**config.mk**
```make
export PLATFORM = sky130hd
export DESIGN_NAME = sdseq_top
export DESIGN_NICKNAME = d
export VERILOG_FILES = /design/src/rtl/sdseq_pkg.sv /design/src/rtl/sdseq_top.sv /design/src/rtl/sdseq_divider.sv
export SDC_FILE = /design/constraint.sdc
export NUM_CORES = 1
export LEC_CHECK = 0
export BUFFER_PORTS_ARGS = -buffer_cell sky130_fd_sc_hd__buf_2
export CORE_UTILIZATION = 25
export DETAILED_ROUTE_END_ITERATION = 16
export PLACE_DENSITY_LB_ADDON = 0.05
export SKIP_CTS_REPAIR_TIMING = 1
export SLEW_MARGIN = 20
export SYNTH_ARGS = -nofsm -noshare
export SYNTH_HDL_FRONTEND = slang
export SYNTH_HIERARCHICAL = 1
export SYNTH_SLANG_ARGS = --single-unit
```
**constraint.sdc**
```tcl
create_clock -name core_clk -period 10.2 [get_ports core_clk]
set_input_delay 1.02 -clock core_clk [delete_from_list [all_inputs] [get_ports core_clk]]
set_output_delay 1.02 -clock core_clk [all_outputs]
set_load 0.01 [all_outputs]
```
**src/rtl/sdseq_pkg.sv**
```systemverilog
package sdseq_pkg;

    // Clock and timing
    localparam int unsigned CLK_PERIOD_NS = 50;
    localparam int unsigned UNIT_TIME_NS = 2000;
    localparam int unsigned SLOW_OSC_HZ = 10000;
    localparam int unsigned PAIR2_TIME_US = 200;
    localparam int unsigned PAIR3_TIME_US = 300;
    localparam int unsigned UNIT_CYC = (UNIT_TIME_NS + CLK_PERIOD_NS - 1) / CLK_PERIOD_NS;
    localparam int unsigned PAIR2_CYC = (PAIR2_TIME_US * 1000 + CLK_PERIOD_NS - 1) / CLK_PERIOD_NS;
    localparam int unsigned PAIR3_CYC = (PAIR3_TIME_US * 1000 + CLK_PERIOD_NS - 1) / CLK_PERIOD_NS;
    localparam int unsigned RECHARGE_PCT = 30;

    // Register offsets
    localparam logic [7:0] ADDR_CTRL = 8'h00;
    localparam logic [7:0] ADDR_CFG_TIMING = 8'h08;
    localparam logic [7:0] ADDR_CFG_BRIDGE = 8'h0C;
    localparam logic [7:0] ADDR_STATUS = 8'h10;
    localparam logic [7:0] ADDR_RESULT = 8'h14;
    localparam logic [7:0] ADDR_COMP = 8'h18;

    // Field positions
    localparam int unsigned CTRL_RUN_BIT = 0;
    localparam int unsigned SINGLE_BIT = 2;
    localparam int unsigned INTERVAL_LSB = 4;
    localparam int unsigned INTERVAL_MSB = 13;
    localparam int unsigned AVG_LSB = 16;
    localparam int unsigned AVG_MSB = 31;
    localparam int unsigned BRIDGE_LSB = 0;
    localparam int unsigned BRIDGE_MSB = 1;
    localparam int unsigned TRIM_LSB = 4;
    localparam int unsigned TRIM_MSB = 9;
    localparam int unsigned STRETCH_LSB = 12;
    localparam int unsigned STRETCH_MSB = 13;
    localparam int unsigned CLKSRC_BIT = 14;
    localparam int unsigned ST_OVF_BIT = 0;
    localparam int unsigned ST_READY_BIT = 1;
    localparam int unsigned ST_BUSY_BIT = 2;

    // Reset values
    localparam logic [31:0] CFG_TIMING_RST = 32'h0002_0500;
    localparam logic [31:0] CFG_BRIDGE_RST = 32'h0000_0041;

    // Bridge topology codes
    localparam logic [1:0] BRIDGE_HALF = 2'h0;
    localparam logic [1:0] BRIDGE_FULL = 2'h1;
    localparam logic [1:0] BRIDGE_QUATTRO = 2'h3;
    localparam logic [3:0] CPS_HALF = 4'h2;
    localparam logic [3:0] CPS_FULL = 4'h4;
    localparam logic [3:0] CPS_QUATTRO = 4'h8;

    // Result limits
    localparam logic signed [31:0] RESULT_MAX = 32'sh007F_FFFF;
    localparam logic signed [31:0] RESULT_MIN = -32'sh007F_FFFF;

    typedef enum logic [2:0] {
        SDSEQ_IDLE = 3'b000,
        SDSEQ_DISCH = 3'b001,
        SDSEQ_GAP = 3'b010,
        SDSEQ_DIV = 3'b011,
        SDSEQ_DONE = 3'b100
    } sdseq_state_t;

    typedef enum logic [1:0] {
        SDSEQ_PH_DUMMY = 2'b00,
        SDSEQ_PH_COMP = 2'b01,
        SDSEQ_PH_SAMPLE = 2'b10
    } sdseq_phase_t;

endpackage : sdseq_pkg

```
**src/rtl/sdseq_top.sv**
```systemverilog
// What this block does
// - Cycle interval from timing register bits 13:4
// - Normal mode: each interval count is 2 us
// - Stretched mode: counts are 100 us slow ticks
// - Stretched: interval runs from one discharge start to the next, discharge included
// - Normal: interval holds discharge then recharge, 30 percent
// - Flag overflow when interval near discharge time
// - Sample is 2, 4 or 8 cycles
// - Average count one gives one ratio sample
// - Sequence averages average-count samples into result
// - Sequence adds dummy and gain compensation cycles
// - Sequence runs 2 + average count times sample cycles
// - Result is signed 24-bit, 0x800001 to 0x7FFFFF
// - One result step is 10 nV/V
// - Fast clock from resonator or internal RC
// - Stretch 2 or 3 spaces pair 200/300 us
// - Topology 1 is full, 3 is quattro
//
// Local design decisions: the APB interface to the registers and the register offsets.
`timescale 1ns/100ps
module sdseq_top
    import sdseq_pkg::*;
#(
    parameter int unsigned PAIR2_CYCLES = PAIR2_CYC,
    parameter int unsigned PAIR3_CYCLES = PAIR3_CYC,
    parameter int unsigned TW = 24
) (
    input wire logic core_clk,
    input wire logic reset,
    input wire logic psel,
    input wire logic penable,
    input wire logic pwrite,
    input wire logic [7:0] paddr,
    input wire logic [31:0] pwdata,
    output logic [31:0] prdata,
    output logic pready,
    output logic pslverr,
    input wire logic discharge_done_pin,
    input wire logic slow_osc_pin,
    output logic discharge_en,
    output logic recharge_en,
    output logic [2:0] gauge_sel,
    output logic fast_osc_en,
    output logic rc_osc_sel
);

    ////////////////////////////////////////////////////////////////////////
    // Registers and state
    logic run_q;
    logic [31:0] cfg_timing_q;
    logic [31:0] cfg_bridge_q;
    logic ovf_q;
    logic ready_q;
    logic [23:0] bridge_result_word_q;
    logic [TW-1:0] comp_q;
    logic [31:0] prdata_q;
    sdseq_state_t state_q;
    sdseq_state_t state_d;
    sdseq_phase_t phase_q;
    logic [3:0] sub_q;
    logic [15:0] smp_q;
    logic [TW-1:0] fast_q;
    logic [TW-1:0] unit_q;
    logic [5:0] unit_div_q;
    logic signed [31:0] acc_q;
    logic [2:0] done_sync_q;
    logic [2:0] slow_sync_q;

    ////////////////////////////////////////////////////////////////////////
    // Field decode
    logic [9:0] interval;
    logic [15:0] avg_cnt;
    logic [15:0] avg_eff;
    logic single_conv;
    logic [1:0] bridge;
    logic [1:0] stretch;
    logic stretched;
    logic [3:0] cps;
    assign interval = cfg_timing_q[INTERVAL_MSB:INTERVAL_LSB];
    assign avg_cnt = cfg_timing_q[AVG_MSB:AVG_LSB];
    assign avg_eff = (avg_cnt == 16'h0000) ? 16'h0001 : avg_cnt;
    assign single_conv = cfg_timing_q[SINGLE_BIT];
    assign bridge = cfg_bridge_q[BRIDGE_MSB:BRIDGE_LSB];
    assign stretch = cfg_bridge_q[STRETCH_MSB:STRETCH_LSB];
    assign stretched = (stretch != 2'h0);
    assign rc_osc_sel = cfg_bridge_q[CLKSRC_BIT];
    assign cps = (bridge == BRIDGE_HALF) ? CPS_HALF :
                 (bridge == BRIDGE_QUATTRO) ? CPS_QUATTRO : CPS_FULL;

    ////////////////////////////////////////////////////////////////////////
    // Pin synchronisers
    logic done_lvl;
    logic done_rise;
    logic slow_edge;
    always_ff @(posedge core_clk or posedge reset) begin
        if (reset) begin
            done_sync_q <= 3'h0;
            slow_sync_q <= 3'h0;
        end else begin
            done_sync_q <= {done_sync_q[1:0], discharge_done_pin};
            slow_sync_q <= {slow_sync_q[1:0], slow_osc_pin};
        end
    end
    assign done_lvl = done_sync_q[1];
    assign done_rise = done_sync_q[1] && !done_sync_q[2];
    assign slow_edge = slow_sync_q[1] && !slow_sync_q[2];

    ////////////////////////////////////////////////////////////////////////
    // Interval timing
    logic fast_unit;
    logic unit_tick;
    logic unit_last;
    logic pair_first;
    logic pair_short;
    logic [TW-1:0] pair_cyc;
    logic [TW-1:0] unit_x10;
    logic [TW-1:0] int_x7;
    logic period_end;
    logic disch_limit;
    logic in_cycle;
    assign fast_unit = (unit_div_q == 6'(UNIT_CYC - 1));
    assign unit_tick = stretched ? slow_edge : fast_unit;
    // End on the closing tick so a period is exactly interval units
    assign unit_last = unit_tick && ((unit_q + TW'(1)) >= TW'(interval));
    assign pair_first = !sub_q[0] && (phase_q == SDSEQ_PH_SAMPLE);
    assign pair_short = stretch[1] && pair_first;
    assign pair_cyc = stretch[0] ? TW'(PAIR3_CYCLES) : TW'(PAIR2_CYCLES);
    assign unit_x10 = TW'(unit_q * 10);
    assign int_x7 = TW'(interval * (100 - RECHARGE_PCT) / 10);
    assign period_end = pair_short ? ((fast_q + TW'(1)) >= pair_cyc) :
                        ((unit_q >= TW'(interval)) || unit_last);
    // Discharge must leave room for recharge in normal mode
    assign disch_limit = stretched ? period_end : (unit_x10 >= int_x7);
    assign in_cycle = (state_q == SDSEQ_DISCH) || (state_q == SDSEQ_GAP);
    always_ff @(posedge core_clk or posedge reset) begin
        if (reset) begin
            fast_q <= '0;
            unit_q <= '0;
            unit_div_q <= '0;
        end else if (!in_cycle || (state_q == SDSEQ_GAP && period_end)) begin
            fast_q <= '0;
            unit_q <= '0;
            unit_div_q <= '0;
        end else begin
            fast_q <= fast_q + TW'(1);
            unit_div_q <= fast_unit ? 6'h00 : unit_div_q + 6'h01;
            if (unit_tick) begin
                unit_q <= unit_q + TW'(1);
            end
        end
    end

    ////////////////////////////////////////////////////////////////////////
    // Sequencer
    logic seq_start;
    logic disch_end;
    logic last_cycle;
    logic div_done;
    logic signed [31:0] div_quo;
    logic signed [31:0] sample_val;
    assign seq_start = (state_q == SDSEQ_IDLE) && run_q;
    assign disch_end = (state_q == SDSEQ_DISCH) && (done_lvl || done_rise || disch_limit);
    assign last_cycle = (phase_q == SDSEQ_PH_SAMPLE) && (sub_q == cps - 4'h1) &&
                        (smp_q == avg_eff - 16'h0001);
    // Alternate gauges subtract to form the ratio
    assign sample_val = sub_q[0] ? -$signed(32'(fast_q)) : $signed(32'(fast_q));
    always_comb begin
        state_d = state_q;
        case (state_q)
            SDSEQ_IDLE: begin
                if (run_q) begin
                    state_d = SDSEQ_DISCH;
                end
            end
            SDSEQ_DISCH: begin
                if (disch_end) begin
                    state_d = SDSEQ_GAP;
                end
            end
            SDSEQ_GAP: begin
                if (period_end) begin
                    state_d = last_cycle ? SDSEQ_DIV : SDSEQ_DISCH;
                end
            end
            SDSEQ_DIV: begin
                if (div_done) begin
                    state_d = SDSEQ_DONE;
                end
            end
            SDSEQ_DONE: state_d = SDSEQ_IDLE;
            default: state_d = SDSEQ_IDLE;
        endcase
    end

    always_ff @(posedge core_clk or posedge reset) begin
        if (reset) begin
            state_q <= SDSEQ_IDLE;
        end else begin
            state_q <= state_d;
        end
    end

    always_ff @(posedge core_clk or posedge reset) begin
        if (reset) begin
            phase_q <= SDSEQ_PH_DUMMY;
            sub_q <= 4'h0;
            smp_q <= 16'h0000;
        end else if (seq_start) begin
            phase_q <= SDSEQ_PH_DUMMY;
            sub_q <= 4'h0;
            smp_q <= 16'h0000;
        end else if (state_q == SDSEQ_GAP && period_end) begin
            if (phase_q == SDSEQ_PH_DUMMY) begin
                phase_q <= SDSEQ_PH_COMP;
            end else if (phase_q == SDSEQ_PH_COMP) begin
                phase_q <= SDSEQ_PH_SAMPLE;
            end else if (sub_q == cps - 4'h1) begin
                sub_q <= 4'h0;
                smp_q <= smp_q + 16'h0001;
            end else begin
                sub_q <= sub_q + 4'h1;
            end
        end
    end

    always_ff @(posedge core_clk or posedge reset) begin
        if (reset) begin
            acc_q <= '0;
            comp_q <= '0;
        end else if (seq_start) begin
            acc_q <= '0;
        end else if (disch_end && phase_q == SDSEQ_PH_SAMPLE) begin
            acc_q <= acc_q + sample_val;
        end else if (disch_end && phase_q == SDSEQ_PH_COMP) begin
            comp_q <= fast_q;
        end
    end

    sdseq_divider #(
        .DW(32),
        .VW(16)
    ) i_sdseq_divider (
        .core_clk(core_clk),
        .reset(reset),
        .start((state_q == SDSEQ_GAP) && period_end && last_cycle),
        .dividend(acc_q),
        .divisor(avg_eff),
        .done(div_done),
        .quotient(div_quo)
    );

    ////////////////////////////////////////////////////////////////////////
    // Pin drive
    assign discharge_en = (state_q == SDSEQ_DISCH);
    assign recharge_en = (state_q == SDSEQ_GAP) && !pair_short;
    assign gauge_sel = sub_q[2:0];
    assign fast_osc_en = !stretched ? (run_q || state_q != SDSEQ_IDLE) :
                         (state_q == SDSEQ_DISCH) || (state_q == SDSEQ_GAP && pair_short);

    ////////////////////////////////////////////////////////////////////////
    // APB slave
    logic setup;
    logic access;
    logic wr_en;
    logic rd_result;
    logic hit;
    logic [31:0] rd_mux;
    logic [31:0] status;
    logic signed [31:0] sat_val;
    assign setup = psel && !penable;
    assign access = psel && penable;
    assign wr_en = access && pwrite;
    assign rd_result = access && !pwrite && (paddr == ADDR_RESULT);
    assign hit = (paddr == ADDR_CTRL) || (paddr == ADDR_CFG_TIMING) ||
                 (paddr == ADDR_CFG_BRIDGE) || (paddr == ADDR_STATUS) ||
                 (paddr == ADDR_RESULT) || (paddr == ADDR_COMP);
    assign pready = 1'b1;
    assign pslverr = access && !hit;
    assign prdata = prdata_q;
    assign status = {29'h0, (state_q != SDSEQ_IDLE), ready_q, ovf_q};
    assign rd_mux = (paddr == ADDR_CTRL) ? {31'h0, run_q} :
                    (paddr == ADDR_CFG_TIMING) ? cfg_timing_q :
                    (paddr == ADDR_CFG_BRIDGE) ? cfg_bridge_q :
                    (paddr == ADDR_STATUS) ? status :
                    (paddr == ADDR_RESULT) ? {{8{bridge_result_word_q[23]}},
                                              bridge_result_word_q} :
                    (paddr == ADDR_COMP) ? 32'(comp_q) : 32'h0000_0000;
    assign sat_val = (div_quo > RESULT_MAX) ? RESULT_MAX :
                     (div_quo < RESULT_MIN) ? RESULT_MIN : div_quo;
    always_ff @(posedge core_clk or posedge reset) begin
        if (reset) begin
            prdata_q <= 32'h0000_0000;
        end else if (setup) begin
            prdata_q <= rd_mux;
        end
    end

    always_ff @(posedge core_clk or posedge reset) begin
        if (reset) begin
            run_q <= 1'b0;
            cfg_timing_q <= CFG_TIMING_RST;
            cfg_bridge_q <= CFG_BRIDGE_RST;
        end else begin
            if (wr_en && paddr == ADDR_CTRL) begin
                run_q <= pwdata[CTRL_RUN_BIT];
            end else if (state_q == SDSEQ_DONE && single_conv) begin
                run_q <= 1'b0;
            end
            if (wr_en && paddr == ADDR_CFG_TIMING) begin
                cfg_timing_q <= pwdata;
            end
            if (wr_en && paddr == ADDR_CFG_BRIDGE) begin
                cfg_bridge_q <= pwdata;
            end
        end
    end

    // Result word: one step is 10 nV/V of bridge ratio
    always_ff @(posedge core_clk or posedge reset) begin
        if (reset) begin
            bridge_result_word_q <= 24'h00_0000;
            ready_q <= 1'b0;
            ovf_q <= 1'b0;
        end else begin
            if (div_done) begin
                bridge_result_word_q <= sat_val[23:0];
                ready_q <= 1'b1;
            end else if (rd_result) begin
                ready_q <= 1'b0;
            end
            if (state_q == SDSEQ_DISCH && disch_limit && !done_lvl) begin
                ovf_q <= 1'b1;
            end else if (seq_start) begin
                ovf_q <= 1'b0;
            end
        end
    end

endmodule : sdseq_top

```
**src/rtl/sdseq_divider.sv**
```systemverilog
`timescale 1ns/100ps
module sdseq_divider
    import sdseq_pkg::*;
#(
    parameter int unsigned DW = 32,
    parameter int unsigned VW = 16
) (
    input wire logic core_clk,
    input wire logic reset,
    input wire logic start,
    input wire logic signed [DW-1:0] dividend,
    input wire logic [VW-1:0] divisor,
    output logic done,
    output logic signed [DW-1:0] quotient
);

    logic [DW-1:0] mag_q;
    logic [DW-1:0] quo_q;
    logic [DW:0] rem_q;
    logic [VW-1:0] div_q;
    logic neg_q;
    logic busy_q;
    logic [5:0] cnt_q;
    logic done_q;
    logic [DW:0] rem_sh;
    logic [DW:0] rem_sub;
    logic fits;

    assign rem_sh = {rem_q[DW-1:0], mag_q[DW-1]};
    assign rem_sub = rem_sh - {{(DW+1-VW){1'b0}}, div_q};
    assign fits = !rem_sub[DW];
    assign done = done_q;
    assign quotient = neg_q ? -$signed(quo_q) : $signed(quo_q);

    // Restoring division on magnitudes, one bit a cycle
    always_ff @(posedge core_clk or posedge reset) begin
        if (reset) begin
            mag_q <= '0;
            quo_q <= '0;
            rem_q <= '0;
            div_q <= '0;
            neg_q <= 1'b0;
            busy_q <= 1'b0;
            cnt_q <= '0;
            done_q <= 1'b0;
        end else begin
            done_q <= 1'b0;
            if (start) begin
                mag_q <= dividend[DW-1] ? DW'(-dividend) : DW'(dividend);
                neg_q <= dividend[DW-1];
                div_q <= (divisor == '0) ? VW'(1) : divisor;
                rem_q <= '0;
                quo_q <= '0;
                cnt_q <= 6'(DW);
                busy_q <= 1'b1;
            end else if (busy_q) begin
                mag_q <= {mag_q[DW-2:0], 1'b0};
                rem_q <= fits ? rem_sub : rem_sh;
                quo_q <= {quo_q[DW-2:0], fits};
                cnt_q <= cnt_q - 6'h01;
                if (cnt_q == 6'h01) begin
                    busy_q <= 1'b0;
                    done_q <= 1'b1;
                end
            end
        end
    end

endmodule : sdseq_divider

```
Yosys cells after proc, flatten, opt, wreduce, memory -nomap -nowiden
Index checks and enable logic that the tools add are counted.
Storage, ports and cells
  register bits: 385
  input port bits: 47
  output and inout port bits: 41
  logic and storage cells: 211
Operators by class
  $add $sub $neg: 13
  multiply operators: 2
  divide/modulo/power cells: 1
  magnitude comparators: 6
  equal/unequal tests: 22
  muxes and demuxes: 68
  bitwise gates (word level): 2
  reduce and logical (&&, ||, !) cells: 71
Operators by type and width (number)
  $mux 32: 17
  $mux 24: 6
  $mux 16: 7
  $neg 32->32: 2
  $add 24x1->24 const B: 2
  $ge 24x10->1: 2
  $sub 33x16->33: 1
  $add 32x32->32: 1
  $div 17x4->32 const B: 1
  $gt 32x24->1 const B: 1
  $logic_not 16->1: 2
  $lt 32x24->1 const B: 1
  $neg 24->32: 1
  $mux 4: 7
  $logic_and 1x1->1: 27
  $eq 8x5->1 const B: 3
  $ge 24x13->1: 1
  $ge 24x24->1: 1
  $mul 24x3->23 const B: 1
  $mux 6: 4
  $reduce_bool 2->1: 9
  $add 16x1->16 const B: 1
  $eq 16x16->1: 1
  $eq 8x4->1 const B: 2
  other kinds (31): 84

Longest topological paths before layout
  depth in word-level cells: 12
  depth in mapped cells: 40
  gate-level depth less buffers: 36

Modules after synthesis
The synthesis kept the hierarchy.
By module, submodules not included
  sdseq_top: times used 1, cells each 2197, area each 19598.8 µm², seq. area each 6587.6 µm²
  sdseq_divider: times used 1, cells each 861, area each 7676.1 µm², seq. area each 3027.9 µm²

Least setup slack after synthesis
Ideal clock, no wire load.
  kind: register to register
  from: register cfg_timing_q[10]
  to: register acc_q[19]
  setup time: 0.125 ns
  arrival: 8.454 ns
  data required time: 10.075 ns
  setup slack: 1.621 ns
  cell stages (with the launch flop): 39
  buffers on the path: 5
  clock period less this slack: 8.579 ns
  path through: dfstp_2 -> ha_1 -> ha_1 -> inv_1 -> fa_1 -> inv_1 -> ha_1 -> buf_2 -> or3_1 -> nand4_1 -> o31a_1 -> o21ai_1 -> buf_2 -> a221oi_1 -> nand3_2 -> and3_1 -> buf_6 -> mux2i_1 -> (+3 left out) -> a2bb2oi_1 -> o21a_1 -> nand2_1 -> o21ai_0 -> a221oi_4 -> buf_4 -> ha_1 -> a21oi_1 -> nand2_1 -> a221oi_1 -> nand4_1 -> or4_1 -> a211o_1 -> or2_2 -> o22ai_1 -> nor3_2 -> buf_6 -> mux2_4
On the way
  cells in the longest elaborated chain, start to end: 9
  elaborated cells on any way between the ends: 13
  those cells by class: 1 x mul; 1 x div; 3 x order compare; 2 x mux; 6 x reduce/logical
RTL lines
  start: declaration: RTL line sdseq_top.sv:50  | logic [31:0] cfg_timing_q;
  start signal: assignment: RTL line sdseq_top.sv:310  | cfg_timing_q <= pwdata;
  branches (longest 4 deep; another with $div 17x4->32)
  $mux 1 *: RTL line sdseq_top.sv:133  | assign disch_limit = stretched ? period_end : (unit_x10 >= int_x7);
  $logic_or 1x1->1 *: RTL line sdseq_top.sv:162  | assign disch_end = (state_q == SDSEQ_DISCH) && (done_lvl || done_rise || disch_limit);
  $logic_and 1x1->1 *: RTL line sdseq_top.sv:162
  $logic_and 1x1->1 *: RTL line sdseq_top.sv:232  | end else if (disch_end && phase_q == SDSEQ_PH_SAMPLE) begin
  $reduce_bool 2->1 (no source line) *
  end signal: assignment: RTL line sdseq_top.sv:233  | acc_q <= acc_q + sample_val;
  end: declaration: RTL line sdseq_top.sv:65  | logic signed [31:0] acc_q;
Mark *: on every way between the ends.
A chain may end at the register's enable or synchronous reset.

Final worst setup path
  from: register cfg_timing_q[10]
  to: register comp_q[10]
On the way
  cells in the longest elaborated chain, start to end: 10
  elaborated cells on any way between the ends: 15
  those cells by class: 1 x mul; 1 x div; 3 x order compare; 2 x mux; 1 x bitwise; 7 x reduce/logical
RTL lines
  branches (longest 4 deep; another with $div 17x4->32)
  $mux 1 *: RTL line sdseq_top.sv:133
  $logic_or 1x1->1 *: RTL line sdseq_top.sv:162
  $logic_and 1x1->1 *: RTL line sdseq_top.sv:162
  $logic_and 1x1->1: RTL line sdseq_top.sv:232
  $not 1->1 (no source line)
  $reduce_and 3->1 (no source line) *
  end signal: assignment: RTL line sdseq_top.sv:235  | comp_q <= fast_q;
  end: declaration: RTL line sdseq_top.sv:55  | logic [TW-1:0] comp_q;
Marked as above.

==> impl_metrics.tcl <==
set metrics [dict create \
    power_leakage_nw 14.0 \
    tightest_slew_ps 1040 \
    max-cap-violations 0 \
    numPortBuffers 86 \
    r2r-start "cfg_timing_q[10]" \
    min_path_cells 0 \
    p_per_area_mw_per_mm2 200 \
    grtUsageTotal_pct 15.9 \
    instances_no_fill 4505 \
    crit_type "reg -> reg" \
    final_nets 3288 \
    ys_seq_area_share_pct 35.3 \
    cts.htree.levels 2 \
    synth_edf_count 0 \
    first_pass_iters 6 \
    area_delta_synth_final_pct 13.5 \
    clk_pin_slew_worst_paths_ps 60 \
    relSlewSlack_pct 30.2 \
    yosysMostFrequentCell "dfrtp_1" \
    busiest_layer "met2" \
    avgSynthCellArea_um2 8.92 \
    drive_gt1_share_pct 12.2 \
    synth_area_mm2 0.0273 \
    fillers 11300 \
    min_period_ps 9490 \
    cts_sinks 384 \
    grt_overflow 0 \
    crit_required_ps 10710 \
    dp_hpwl_um 65500 \
    grt_pass1_vias 22300 \
    use_met2_pct 24.8 \
    setup_viol 0 \
    die_x_um 332 \
    via_per_inst 5.02 \
    routed_wl_um 88900 \
    outcome "finished, final reports clean" \
    finClkSkew_ps 36.7 \
    wl_per_cell_um 19.7 \
    synth-seq-cells 384 \
    netlist_instances 3058 \
    cts_buffers 52 \
    final.period_utilization_pct 93.1 \
    use_met1_pct 23.0 \
    antenna_found_initial 3 \
    placementRows 120 \
    io_pins 88 \
    initial_core_util_pct 25.3 \
    grt_pass1_wl_um 138000 \
    vias 22600 \
    yosysWarnings 6 \
    min_to "slow_sync_q[1]" \
    yosysTopAreaCellShare_pct 34.8 \
    worstRegToRegCells 34 \
    synth.area.top_cells "dfrtp_1 35%, ha_1 7.8%, xnor2_1 5.2%" \
    core_area_mm2 0.108 \
    synthTopCellsByCount "379 x dfrtp_1, 305 x nor2_1, 287 x nand2_1, 179 x o21ai_0, 172 x a21oi_1" \
    max_stage_delay_ps 580 \
    crit_slowest_cell "dfstp_2" \
    die_h_um 332 \
    hold_violations 0 \
    gr-usage-met3_pct 1.97 \
    dp_cells 4405 \
    drc 0 \
    clk_latency_ps 630 \
    r2r_slack_ps 710 \
    grt_setup_unrepaired "false" \
    cts_tree "done" \
    antenna_left 0 \
    grt_start_max_net_pins 171 \
    critPathMaxFanout 24 \
    ys_types 105 \
    drt-initial-drc-count 1443 \
    worstSetupStartpointType "flop" \
    min_path_type "reg -> reg" \
    synth_top_area_cell "dfrtp_1" \
    async_flop_share_pct 100 \
    hold_start "slow_sync_q[0]" \
    rr_endpoint "comp_q[10]" \
    irDropWorstVdd_mv 0.136 \
    dieArea_mm2 0.110 \
    end_kind "flop" \
    cts_root_buf "clkbuf_16" \
    clock.fmax_ghz 0.105 \
    worstPathArrival_ps 10000 \
    mappedNetlistNets 3283 \
    synth_top_flop_cell "dfrtp_1" \
    cts.path.max_buffers 3 \
    tns_ps 0 \
    maxSlewViolCount 0 \
    gp_congestion 0.786 \
    worst_path_most_repeated_cell "ha_1" \
    antenna-diode-count 0 \
]
==> report_power, final <==
group	switching [W]	leakage [nW]	total (W)	internal [W]
clock	0.000760	0.876	0.00193	0.00117
sequential	0.0000601	5.27	0.00161	0.00155
combinational	0.00164	7.82	0.00265	0.00101
total	0.00246	14.0	0.00619	0.00373
==> layer usage <==
layer  share of wire, %  up-vias
li1                   -    11000
met1                 50    11200
met2                 44      356
met3                3.5       88
met4                2.0        2
met5              0.011        -
==> flip-flops by register name, indices dropped and copies added, names as in the netlist, 2 cells and up <==
name	count
cfg_bridge_q	32
acc_q	32
i_sdseq_divider/div_q	16
cfg_timing_q	32
sub_q	4
bridge_result_word_q	24
i_sdseq_divider/rem_q	32
comp_q	24
phase_q	2
prdata	32
smp_q	16
i_sdseq_divider/cnt_q	6
fast_q	24
slow_sync_q	3
i_sdseq_divider/mag_q	32
state_q	3
done_sync_q	2
unit_q	24
i_sdseq_divider/quo_q	32
unit_div_q	6
==> worst max path at each step <==
stage	from	end	slack (ps)	depth (start not counted)
CTS	cfg_timing_q[10]	acc_q[30]	30	33
detailed placement	cfg_timing_q[10]	acc_q[30]	80	33
global placement	cfg_timing_q[10]	acc_q[22]	200	33
floorplan	cfg_timing_q[10]	acc_q[19]	1620	38
finish	cfg_timing_q[10]	comp_q[10]	710	34
global route	cfg_timing_q[10]	comp_q[10]	10	35
==> final cells by class <==
type                       count  area [um2]  share of cell area [%]
clock inverter                20         248                   0.800
clock buffer                  73        1530                    4.95
tap                         1403        1760                    5.67
sequential                   384        9620                    31.1
multi-input combinational   2382       16600                    53.5
timing repair buffer         132         826                    2.67
inverter                     111         427                    1.38
==> worst max-delay path: cells and delay by family, from the launching register on <==
kind / cells / cell delay, ps
flops: 1 / 580
compound gates: 8 / 2340
simple gates: 16 / 3960
fa+ha+maj: 5 / 1720
buf+inv: 3 / 290
mux: 2 / 460
==> through the flow <==
| step | instance area [um2] | setup slack, ps | hold WS [ps] | utilization, % | total power (W) |
|---|---|---|---|---|---|
| after floorplan | 27300 | 1620 | 331 | - | 0.00353 |
| after CTS | 30900 | 26.7 | 348 | 28.7 | 0.00616 |
| final | 31000 | 707 | 347 | 28.8 | 0.00619 |
| after detailed placement | 29100 | 77.1 | 336 | 27.0 | 0.00417 |
| after global routing | 31000 | 12.0 | 351 | 28.8 | 0.00658 |
| after global placement | 29100 | 203 | 338 | 27.0 | 0.00418 |
==> cells by family (layout without fill, tap and decap cells) <==
group           after synthesis  count (layout)  share of synthesized area, %
simple gates               1046            1046                          18.6
compound gates              730             730                          18.1
buf+inv                     292             336                          4.36
mux                         170             170                          6.89
other cells                   1               1                        0.0137
flops                       384             384                          35.3
fa+ha+maj                   181             181                          8.53
xor+xnor                    254             254                          8.16
==> layout by cell type, fill, tap and decap left out, drive strengths merged, types with 10 or more instances in the layout <==
| master | Yosys | final |
|---|---|---|
| nor2 | 309 | 309 |
| nand2b | 21 | 21 |
| a222oi | 21 | 21 |
| nand4 | 24 | 24 |
| inv | 110 | 111 |
| a21boi | 13 | 13 |
| or2 | 23 | 23 |
| dfrtp | 379 | 379 |
| o21ai | 192 | 192 |
| nor2b | 47 | 47 |
| a21oi | 174 | 174 |
| xor2 | 93 | 93 |
| a31oi | 14 | 14 |
| o41ai | 17 | 17 |
| clkbuf | 149 | 73 |
| or4 | 37 | 37 |
| a211oi | 37 | 37 |
| o31ai | 47 | 47 |
| mux2 | 80 | 80 |
| clkinv | 1 | 12 |
| buf | 32 | 132 |
| nand3 | 75 | 75 |
| and3 | 31 | 31 |
| o21a | 20 | 20 |
| nand2 | 289 | 289 |
| nor3 | 60 | 60 |
| xnor2 | 161 | 161 |
| or3 | 36 | 36 |
| mux2i | 90 | 90 |
| o211ai | 13 | 13 |
| ha | 169 | 169 |
| and2 | 21 | 21 |
| a221oi | 12 | 12 |
| a211o | 10 | 10 |
| a21o | 44 | 44 |
| nor4 | 39 | 39 |
| a311oi | 33 | 33 |
Note: power is estimated with default switching activity, not from simulation.
